==> src/adcsq_regs.svh <==
`ifndef ADCSQ_REGS_SVH
`define ADCSQ_REGS_SVH

// Register indices, byte address is four times the index
`define ADCSQ_IDX_IRQ_CTRL 8'hc0
`define ADCSQ_IDX_CTRL 8'hd8
`define ADCSQ_IDX_RESULT 8'hd9
`define ADCSQ_IDX_REFPROG 8'hda
`define ADCSQ_IDX_DIGPORT 8'hdb
`define ADCSQ_IDX_CONFIG 8'hdc

// Control, interrupt and config register fields
`define ADCSQ_CTRL_MUX_LSB 0
`define ADCSQ_CTRL_MUX_MSB 2
`define ADCSQ_CTRL_MODE_BIT 3
`define ADCSQ_CTRL_BUSY_BIT 4
`define ADCSQ_IRQ_DONE_BIT 0
`define ADCSQ_CFG_LEGACY_BIT 0

// Reset values
`define ADCSQ_CTRL_RST 8'h00
`define ADCSQ_RESULT_RST 8'h00
`define ADCSQ_REFPROG_RST 8'h00
`define ADCSQ_CONFIG_RST 8'h00

// Timing in oscillator periods and machine cycles
`define ADCSQ_OSC_PER_MC 4'd12
`define ADCSQ_CONV_MC_LOWPWR 4'd13
`define ADCSQ_CONV_MC_LEGACY 4'd15
`define ADCSQ_DECISIONS 4'd8
`define ADCSQ_TAIL_MC 4'd3

`endif

==> src/adcsq_pkg.sv <==
package adcsq_pkg;

   typedef enum logic [1:0] {
      ST_IDLE   = 2'b00,
      ST_SAMPLE = 2'b01,
      ST_DECIDE = 2'b11,
      ST_FINISH = 2'b10
   } adcsq_state_t;

   // Drive towards the analog core
   typedef struct packed {
      logic [2:0] channel_sel;
      logic sample_en;
      logic [7:0] sar_trial;
      logic [3:0] lower_ref_code;
      logic [3:0] upper_ref_code;
      logic lower_ref_external;
      logic upper_ref_external;
   } adcsq_analog_t;

   // Answers from the comparator
   typedef struct packed {
      logic cmp_above_trial;
      logic above_upper_ref;
      logic below_lower_ref;
   } adcsq_compare_t;

endpackage

==> src/adcsq_ctrl.sv <==
`include "adcsq_regs.svh"

// Operation
// - Channel select code routes that analog input.
// - Conversion lasts 13 or 15 machine cycles.
// - Mode bit zero gives single conversion.
// - Continuous mode restarts until mode cleared.
// - Busy reads one during conversion.
// - Busy flag ignores software writes.
// - Completion sets the done interrupt flag.
// - Result held until next conversion overwrites.
// - Result register freely readable and writable.
// - Any reference register write starts conversion.
// - Zero nibble selects the external reference.
// - Out-of-range input gives ff or 00.
// - Analog pins readable as digital port, reads zero in legacy mode.
// - Start write aborts, restarts next cycle.
// - Result last cycle, busy and flag earlier.
// - Continuous restart in the following cycle.
// - Machine cycle is twelve clock periods.
module adcsq_ctrl (
   // Clock and reset
   input wire logic pclk,
   input wire logic presetn,
   // APB slave
   input wire logic psel,
   input wire logic penable,
   input wire logic pwrite,
   input wire logic [11:0] paddr,
   input wire logic [31:0] pwdata,
   output logic [31:0] prdata,
   output logic pready,
   output logic pslverr,
   // Analog core
   output adcsq_pkg::adcsq_analog_t analog_ctrl,
   input wire adcsq_pkg::adcsq_compare_t analog_cmp,
   input wire logic [7:0] analog_digital_input_port,
   // Status towards the interrupt controller
   output logic conversion_done_irq_flag,
   output logic conversion_busy_flag
);

   logic [7:0] ctrl_reg, ctrl_next;
   logic [7:0] result_reg, result_next;
   logic [7:0] refprog_reg, refprog_next;
   logic legacy_reg, legacy_next;
   logic irq_reg, irq_next;
   logic busy_reg, busy_next;
   logic start_pend_reg, start_pend_next;
   logic [3:0] presc_reg, presc_next;
   logic [3:0] mc_idx_reg, mc_idx_next;
   logic [7:0] trial_reg, trial_next;
   logic [7:0] mask_reg, mask_next;
   logic [7:0] final_reg, final_next;
   logic sample_reg, sample_next;
   adcsq_pkg::adcsq_state_t state_reg, state_next;
   logic [31:0] prdata_reg, prdata_next;
   logic pready_reg, pready_next;
   logic pslverr_reg, pslverr_next;
   logic lower_ext_reg, lower_ext_next;
   logic upper_ext_reg, upper_ext_next;

   logic mc_tick;
   logic apb_access;
   logic apb_commit;
   logic wr_commit;
   logic [9:0] word_idx;
   logic [7:0] idx8;
   logic hit;
   logic [7:0] rd_byte;
   logic [3:0] conv_len;
   logic [3:0] sample_len;
   logic [7:0] resolved;

   // Machine cycle tick
   // twelve clock periods
   assign mc_tick = (presc_reg == (`ADCSQ_OSC_PER_MC - 4'd1));

   assign conv_len = legacy_reg ? `ADCSQ_CONV_MC_LEGACY : `ADCSQ_CONV_MC_LOWPWR;
   assign sample_len = conv_len - `ADCSQ_DECISIONS - `ADCSQ_TAIL_MC;

   // APB decode
   assign apb_access = psel & penable;
   assign apb_commit = apb_access & pready_reg;
   assign wr_commit = apb_commit & pwrite & ~pslverr_reg;
   assign word_idx = paddr[11:2];
   assign idx8 = word_idx[7:0];
   assign hit = (paddr[1:0] == 2'b00) && (word_idx[9:8] == 2'b00) &&
                ((idx8 == `ADCSQ_IDX_IRQ_CTRL) || (idx8 == `ADCSQ_IDX_CTRL) ||
                 (idx8 == `ADCSQ_IDX_RESULT) || (idx8 == `ADCSQ_IDX_REFPROG) ||
                 (idx8 == `ADCSQ_IDX_DIGPORT) || (idx8 == `ADCSQ_IDX_CONFIG));

   // Read mux
   always_comb begin
      rd_byte = 8'h00;
      unique case (idx8)
         `ADCSQ_IDX_IRQ_CTRL: rd_byte = {7'h00, irq_reg};
         `ADCSQ_IDX_CTRL: rd_byte = {3'h0, busy_reg, ctrl_reg[3:0]};
         `ADCSQ_IDX_RESULT: rd_byte = result_reg;
         `ADCSQ_IDX_REFPROG: rd_byte = refprog_reg;
         `ADCSQ_IDX_DIGPORT: rd_byte = legacy_reg ? 8'h00 : analog_digital_input_port;
         `ADCSQ_IDX_CONFIG: rd_byte = {7'h00, legacy_reg};
         default: rd_byte = 8'h00;
      endcase
   end

   // APB answer one cycle into the access phase
   always_comb begin
      pready_next = 1'b0;
      pslverr_next = 1'b0;
      prdata_next = prdata_reg;
      if (apb_access && !pready_reg) begin
         pready_next = 1'b1;
         pslverr_next = ~hit;
         prdata_next = (hit && !pwrite) ? {24'h000000, rd_byte} : 32'h00000000;
      end
   end

   // SAR decision with the present comparator answer
   always_comb begin
      resolved = trial_reg;
      // keep or drop the trial bit
      if (!analog_cmp.cmp_above_trial) begin
         resolved = trial_reg & ~mask_reg;
      end
   end

   // Register and converter next values
   always_comb begin
      ctrl_next = ctrl_reg;
      result_next = result_reg;
      refprog_next = refprog_reg;
      legacy_next = legacy_reg;
      irq_next = irq_reg;
      busy_next = busy_reg;
      start_pend_next = start_pend_reg;
      presc_next = mc_tick ? 4'd0 : presc_reg + 4'd1;
      mc_idx_next = mc_idx_reg;
      trial_next = trial_reg;
      mask_next = mask_reg;
      final_next = final_reg;
      sample_next = sample_reg;
      state_next = state_reg;

      // Software writes
      if (wr_commit) begin
         unique case (idx8)
            `ADCSQ_IDX_IRQ_CTRL: irq_next = pwdata[`ADCSQ_IRQ_DONE_BIT];
            `ADCSQ_IDX_CTRL: ctrl_next = {4'h0, pwdata[3:0]};
            `ADCSQ_IDX_RESULT: result_next = pwdata[7:0];
            `ADCSQ_IDX_REFPROG: begin
               refprog_next = pwdata[7:0];
               start_pend_next = 1'b1;
            end
            `ADCSQ_IDX_CONFIG: legacy_next = pwdata[`ADCSQ_CFG_LEGACY_BIT];
            default: ;
         endcase
      end

      if (mc_tick) begin
         if (start_pend_reg) begin
            state_next = adcsq_pkg::ST_SAMPLE;
            mc_idx_next = 4'd0;
            busy_next = 1'b1;
            sample_next = 1'b1;
            trial_next = 8'h00;
            mask_next = 8'h00;
            start_pend_next = wr_commit && (idx8 == `ADCSQ_IDX_REFPROG);
         end else begin
            unique case (state_reg)
               adcsq_pkg::ST_IDLE: ;
               adcsq_pkg::ST_SAMPLE: begin
                  mc_idx_next = mc_idx_reg + 4'd1;
                  if (mc_idx_reg >= sample_len - 4'd1) begin
                     state_next = adcsq_pkg::ST_DECIDE;
                     sample_next = 1'b0;
                     trial_next = 8'h80;
                     mask_next = 8'h80;
                  end
               end
               adcsq_pkg::ST_DECIDE: begin
                  mc_idx_next = mc_idx_reg + 4'd1;
                  if (mask_reg == 8'h01) begin
                     state_next = adcsq_pkg::ST_FINISH;
                     trial_next = resolved;
                     if (analog_cmp.above_upper_ref) begin
                        final_next = 8'hff;
                     end else if (analog_cmp.below_lower_ref) begin
                        final_next = 8'h00;
                     end else begin
                        final_next = resolved;
                     end
                     irq_next = 1'b1;
                  end else begin
                     mask_next = {1'b0, mask_reg[7:1]};
                     trial_next = resolved | {1'b0, mask_reg[7:1]};
                  end
               end
               adcsq_pkg::ST_FINISH: begin
                  mc_idx_next = mc_idx_reg + 4'd1;
                  // busy clears before the last cycle
                  if (mc_idx_reg >= conv_len - 4'd3) begin
                     busy_next = 1'b0;
                  end
                  // result written in the last cycle
                  if (mc_idx_reg == conv_len - 4'd2) begin
                     result_next = final_reg;
                  end
                  if (mc_idx_reg >= conv_len - 4'd1) begin
                     if (ctrl_reg[`ADCSQ_CTRL_MODE_BIT]) begin
                        state_next = adcsq_pkg::ST_SAMPLE;
                        mc_idx_next = 4'd0;
                        busy_next = 1'b1;
                        sample_next = 1'b1;
                        trial_next = 8'h00;
                        mask_next = 8'h00;
                     end else begin
                        state_next = adcsq_pkg::ST_IDLE;
                        mc_idx_next = 4'd0;
                     end
                  end
               end
               default: state_next = adcsq_pkg::ST_IDLE;
            endcase
         end
      end

      lower_ext_next = (refprog_next[3:0] == 4'h0);
      upper_ext_next = (refprog_next[7:4] == 4'h0);
   end

   always_ff @(posedge pclk or negedge presetn) begin
      if (!presetn) begin
         ctrl_reg <= `ADCSQ_CTRL_RST;
         result_reg <= `ADCSQ_RESULT_RST;
         refprog_reg <= `ADCSQ_REFPROG_RST;
         legacy_reg <= 1'b0;
         irq_reg <= 1'b0;
         busy_reg <= 1'b0;
         start_pend_reg <= 1'b0;
         presc_reg <= 4'd0;
         mc_idx_reg <= 4'd0;
         trial_reg <= 8'h00;
         mask_reg <= 8'h00;
         final_reg <= 8'h00;
         sample_reg <= 1'b0;
         state_reg <= adcsq_pkg::ST_IDLE;
         prdata_reg <= 32'h00000000;
         pready_reg <= 1'b0;
         pslverr_reg <= 1'b0;
         lower_ext_reg <= 1'b1;
         upper_ext_reg <= 1'b1;
      end else begin
         ctrl_reg <= ctrl_next;
         result_reg <= result_next;
         refprog_reg <= refprog_next;
         legacy_reg <= legacy_next;
         irq_reg <= irq_next;
         busy_reg <= busy_next;
         start_pend_reg <= start_pend_next;
         presc_reg <= presc_next;
         mc_idx_reg <= mc_idx_next;
         trial_reg <= trial_next;
         mask_reg <= mask_next;
         final_reg <= final_next;
         sample_reg <= sample_next;
         state_reg <= state_next;
         prdata_reg <= prdata_next;
         pready_reg <= pready_next;
         pslverr_reg <= pslverr_next;
         lower_ext_reg <= lower_ext_next;
         upper_ext_reg <= upper_ext_next;
      end
   end

   // Outputs
   assign prdata = prdata_reg;
   assign pready = pready_reg;
   assign pslverr = pslverr_reg;
   assign conversion_done_irq_flag = irq_reg;
   assign conversion_busy_flag = busy_reg;

   assign analog_ctrl.channel_sel = ctrl_reg[`ADCSQ_CTRL_MUX_MSB:`ADCSQ_CTRL_MUX_LSB];
   assign analog_ctrl.sample_en = sample_reg;
   assign analog_ctrl.sar_trial = trial_reg;
   assign analog_ctrl.lower_ref_code = refprog_reg[3:0];
   assign analog_ctrl.upper_ref_code = refprog_reg[7:4];
   // Registered external selects
   assign analog_ctrl.lower_ref_external = lower_ext_reg;
   assign analog_ctrl.upper_ref_external = upper_ext_reg;

endmodule

==> config.mk <==
export PLATFORM = sky130hd
export DESIGN_NAME = adcsq_ctrl
export DESIGN_NICKNAME = d
export VERILOG_FILES = /design/src/adcsq_pkg.sv /design/src/adcsq_ctrl.sv
export VERILOG_INCLUDE_DIRS = /design/src /design/src/src
export SDC_FILE = /design/constraint.sdc
export NUM_CORES = 1
export LEC_CHECK = 0
export BUFFER_PORTS_ARGS = -buffer_cell sky130_fd_sc_hd__clkbuf_2
export CORE_MARGIN = 3
export CORE_UTILIZATION = 48
export CTS_BUF_LIST = sky130_fd_sc_hd__clkbuf_8
export DETAILED_ROUTE_END_ITERATION = 8
export GPL_ROUTABILITY_DRIVEN = 1
export PLACE_DENSITY = 0.78
export SLEW_MARGIN = 30
export SYNTH_ARGS = -nofsm -noshare
export SYNTH_HDL_FRONTEND = slang
export SYNTH_SLANG_ARGS = --single-unit
==> constraint.sdc <==
create_clock -name pclk -period 2.07 [get_ports pclk]
set_input_delay 0.414 -clock pclk [delete_from_list [all_inputs] [get_ports pclk]]
set_output_delay 0.414 -clock pclk [all_outputs]
set_load 0.01 [all_outputs]
==> key figures <==
Global route
  – Vias in the first global route: 3,050
  – GRT Residual Overflow: 0
  – GRT Util Overall: 19.8%
  – Initial antenna violation count: 0
  – Largest net degree at the start of global routing: 42
  – Global-route wire length before repair: 14,400 um

Timing
  – Worst slew pin tran: 0.571 ns
  – Slew margin rel.: 62.0%
  – Fmax: 524 MHz
  – Setup violators final: 0
  – Fin crit period: 1.91 ns
  – Pins over their slew limit: 0
  – Final hold vios: 0
  – RSZ-0062 raised after global routing: yes
  – Fin crit share: 92.2%
  – Final setup skew: 0.0164 ns

Placed design
  – Port bufs: 69
  – HPWL after detailed placement: 6780 um
  – Dpl cells: 555
  – GPL Wtd Cong: 0.910

Detailed routing
  – Remaining antenna violation count: 0
  – Via count: 3,204
  – Total wire length: 9090 um
  – WL met3: 624 um
  – Wl on met1: 4020 um
  – Routed len/inst: 15.9 um
  – Post-route DRC: 0
  – Vias per cell: 5.60
  – Met2 wire len: 4290 um
  – Highest Signal Layer: met4
  – DRT Pass-1 Iters: 4
  – DRT iter0 DRCs: 131

Logic synthesis
  – Post-synth top area share: 44.0%
  – Sequential share of the synthesized area: 45.4%
  – Simple-Gate Fraction of Synth Area: 15.5%
  – Synth cell types: 62
  – Post-synthesis mux area share: 8.94%
  – Yosys top cell by area: dfrtp_1
  – Number of synthesized flops with an enable pin: 0
  – Top area cells in the synthesized netlist: dfrtp_1 44%, buf_4 6.3%, mux2_2 5.7%
  – Adder-Cell Fraction of Synth Area: 1.92%
  – Synth Area in Compound Gates: 17.7%
  – Cells after synthesis: 388
  – Syn avg cell area: 10.1 sq um
  – Post-synthesis register bit count: 71
  – Main combinational cell family by area after synthesis: compound AO/OA/AOI/OAI gates
  – Synth Warn #: 0
  – Async SR Flop Fraction: 100%
  – Post-synth top flop: dfrtp_1
  – Post-Synth XOR/XNOR Area: 0%
  – Netlist Area Pre-Place: 0.00392 sq mm

Setup path
  – Worst setup EP type: flop
  – CP startpoint kind: flop
  – R2r setup slk: 0.16 ns
  – Cell with the most instances on the worst path: buf_4
  – Worst r2r path cells: 7
  – Slowest cell on the critical path: dfrtp_1
  – CP bufs+invs: 2
  – Setup CP Type: flop to flop
  – Crit-path cells: buf_4, ha_1, nor4b_1, nand3_1, nand3_4, buf_4, mux2i_1
  – Arrival @ worst endpoint: 2.17 ns
  – Crit path largest cell delay: 0.39 ns
  – Reg2reg end: mask_reg[1]
  – Worst reg2reg startpoint: mc_idx_reg[1]
  – CP delay by family, top: simple AND/OR/NAND/NOR gates
  – Crit-path max FO: 9
  – Worst path required time: 2.34 ns

Layout
  – Share of layout cells above drive strength 1: 31.7%
  – Final-stage net count: 531
  – Fillers: 677
  – Non-filler cells, final: 572
  – Synth-to-Final Area Change: 15.1%
  – N_diodes: 0
  – Reg area: 0.00178 sq mm
  – Footprint of the multi-input gates: 0.00183 sq mm

Floorplan
  – Chip width: 96.4 um
  – # IOs: 118
  – Die H: 96.4 um
  – Site Rows: 32
  – Full die area: 0.00929 sq mm
  – Placeable Area: 0.00781 sq mm
  – Starting Density: 50.2%

Clock network
  – H-Tree Depth: 3
  – Clock Tree Root: clkbuf_8
  – CTS tree: yes
  – Worst skew pair latency: 0.35 ns
  – Postcts setup bufs: 0
  – Clk slew on worst S/H paths: 0.09 ns
  – Clk sinks: 71
  – Clock Tree Buf Depth: 2
  – TritonCTS buffer count: 9

Run status
  – Status: finished, final reports clean

Hold path
  – Worst hold stages: 2
  – Hold path endpoint: refprog_reg[7]
  – Hold Path Origin: pwdata[7]
  – Worst hold path class: input pin to flop

Pwr
  – Peak supply drop: 0.000390 V
  – Pwr/cell area: 595 mW/mm^2
  – Leakage power: 2.08 nW
  – Total power draw: 2.69 mW

Job
  – Max cap viols: 0
-- kinds of logic after synthesis --
group / Yosys count
and+or+nand+nor: 110
AOI/OAI and AO/OA: 102
DFF: 71
buffers and inverters: 66
muxes: 32
adders and majority gates: 6
other: 1
-- metrics by stage --
| step | area (sq um) | worst slack [ns] | hold slack [ns] | TNS (ns) | util [%] |
|---|---|---|---|---|---|
| 5_1_grt | 4510 | -0.00418 | 0.338 | -0.00418 | 57.8 |
| 3_3_place_gp | 4310 | 0.0947 | 0.359 | 0 | 55.1 |
| 3_5_place_dp | 4310 | 0.0331 | 0.356 | 0 | 55.1 |
| 6_report | 4510 | 0.162 | 0.331 | 0 | 57.8 |
| 2_1_floorplan | 4010 | 0.0409 | 0.118 | 0 | - |
| 4_1_cts | 4500 | 0.00588 | 0.323 | 0 | 57.6 |
-- cell usage in the layout (no fill, tap or decap), types with 4 or more instances in the layout --
| master | Yosys | layout |
|---|---|---|
| a221oi_1 | 4 | 4 |
| o21ai_0 | 36 | 35 |
| o31ai_1 | 4 | 4 |
| conb_1 | 1 | 24 |
| inv_1 | 17 | 17 |
| nor4_1 | 6 | 6 |
| mux2_2 | 20 | 20 |
| nor2b_1 | 4 | 4 |
| mux2i_1 | 8 | 8 |
| a31oi_1 | 8 | 8 |
| o21ba_2 | 9 | 9 |
| nor2_1 | 13 | 13 |
| nand3_1 | 19 | 19 |
| clkbuf_2 | 0 | 68 |
| mux2_1 | 4 | 4 |
| nand3b_1 | 5 | 5 |
| nand2b_1 | 5 | 5 |
| a21oi_1 | 13 | 13 |
| clkbuf_8 | 0 | 10 |
| ha_1 | 6 | 6 |
| buf_4 | 33 | 20 |
| a22oi_1 | 4 | 4 |
| nand2_1 | 30 | 30 |
| dfrtp_1 | 69 | 69 |
-- worst reg2reg max path: stages, from the launching register on --
cell and delay, ns:
dfrtp_1 0.39, buf_4 0.15, ha_1 0.18, nor4b_1 0.24, nand3_1 0.25, nand3_4 0.23
buf_4 0.20, mux2i_1 0.21
-- where the power goes --
group	total, mW	internal (mW)	switching, mW
combinational	0.240	0.0907	0.149
clock	1.03	0.471	0.560
sequential	1.41	1.40	0.0126
-- per-layer routing --
metal	global-route usage, %	vias up
met5	0	-
met4	7.71	0
met3	3.18	14
met2	32.5	121
met1	26.3	1560
li1	-	1509
-- what timing repair did --
action,4_1_cts,5_1_grt
gates resized for setup,0,3
hold buffers,1,0
endpoints found under the hold margin,14,0
setup endpoints to repair,0,17
-- worst max-delay path by stage --
stage / from / to / slack (ns) / depth (start not counted)
6_report: mc_idx_reg[1] / mask_reg[1] / 0.16 / 7
5_1_grt: mc_idx_reg[1] / mask_reg[1] / -0.004 / 7
4_1_cts: legacy_reg / mask_reg[1] / 0.006 / 7
3_5_place_dp: legacy_reg / mask_reg[1] / 0.03 / 7
3_3_place_gp: legacy_reg / trial_reg[5] / 0.09 / 6
2_1_floorplan: legacy_reg / trial_reg[3] / 0.04 / 7
-- cell type report --
class | count | area share [%]
Inverter | 18 | 1.50
Tap cell | 102 | 2.83
Clock buffer | 10 | 3.05
Sequential cell | 71 | 39.4
Multi-Input combinational cell | 274 | 40.6
Clock inverter | 6 | 0.998
Timing Repair Buffer | 91 | 11.6
-- cell usage after synthesis (all sizes together) (2+ instances only) --
library cell  instances
a211oi                3
a21oi                13
a221oi                4
a22o                  3
a22oi                 4
a31oi                10
and3b                 4
and4                  3
buf                  43
clkbuf                5
dfrtp                69
dfstp                 2
ha                    6
inv                  17
mux2                 24
mux2i                 8
nand2                30
nand2b                5
nand3                20
nand3b                5
nand4                 4
nor2                 15
nor2b                 4
nor3                  3
nor4                  6
nor4b                 3
o211ai                2
o21ai                36
o21ba                 9
o22ai                 2
o2bb2ai               2
o31ai                 4
No activity file was read; power rests on OpenSTA's default activity.
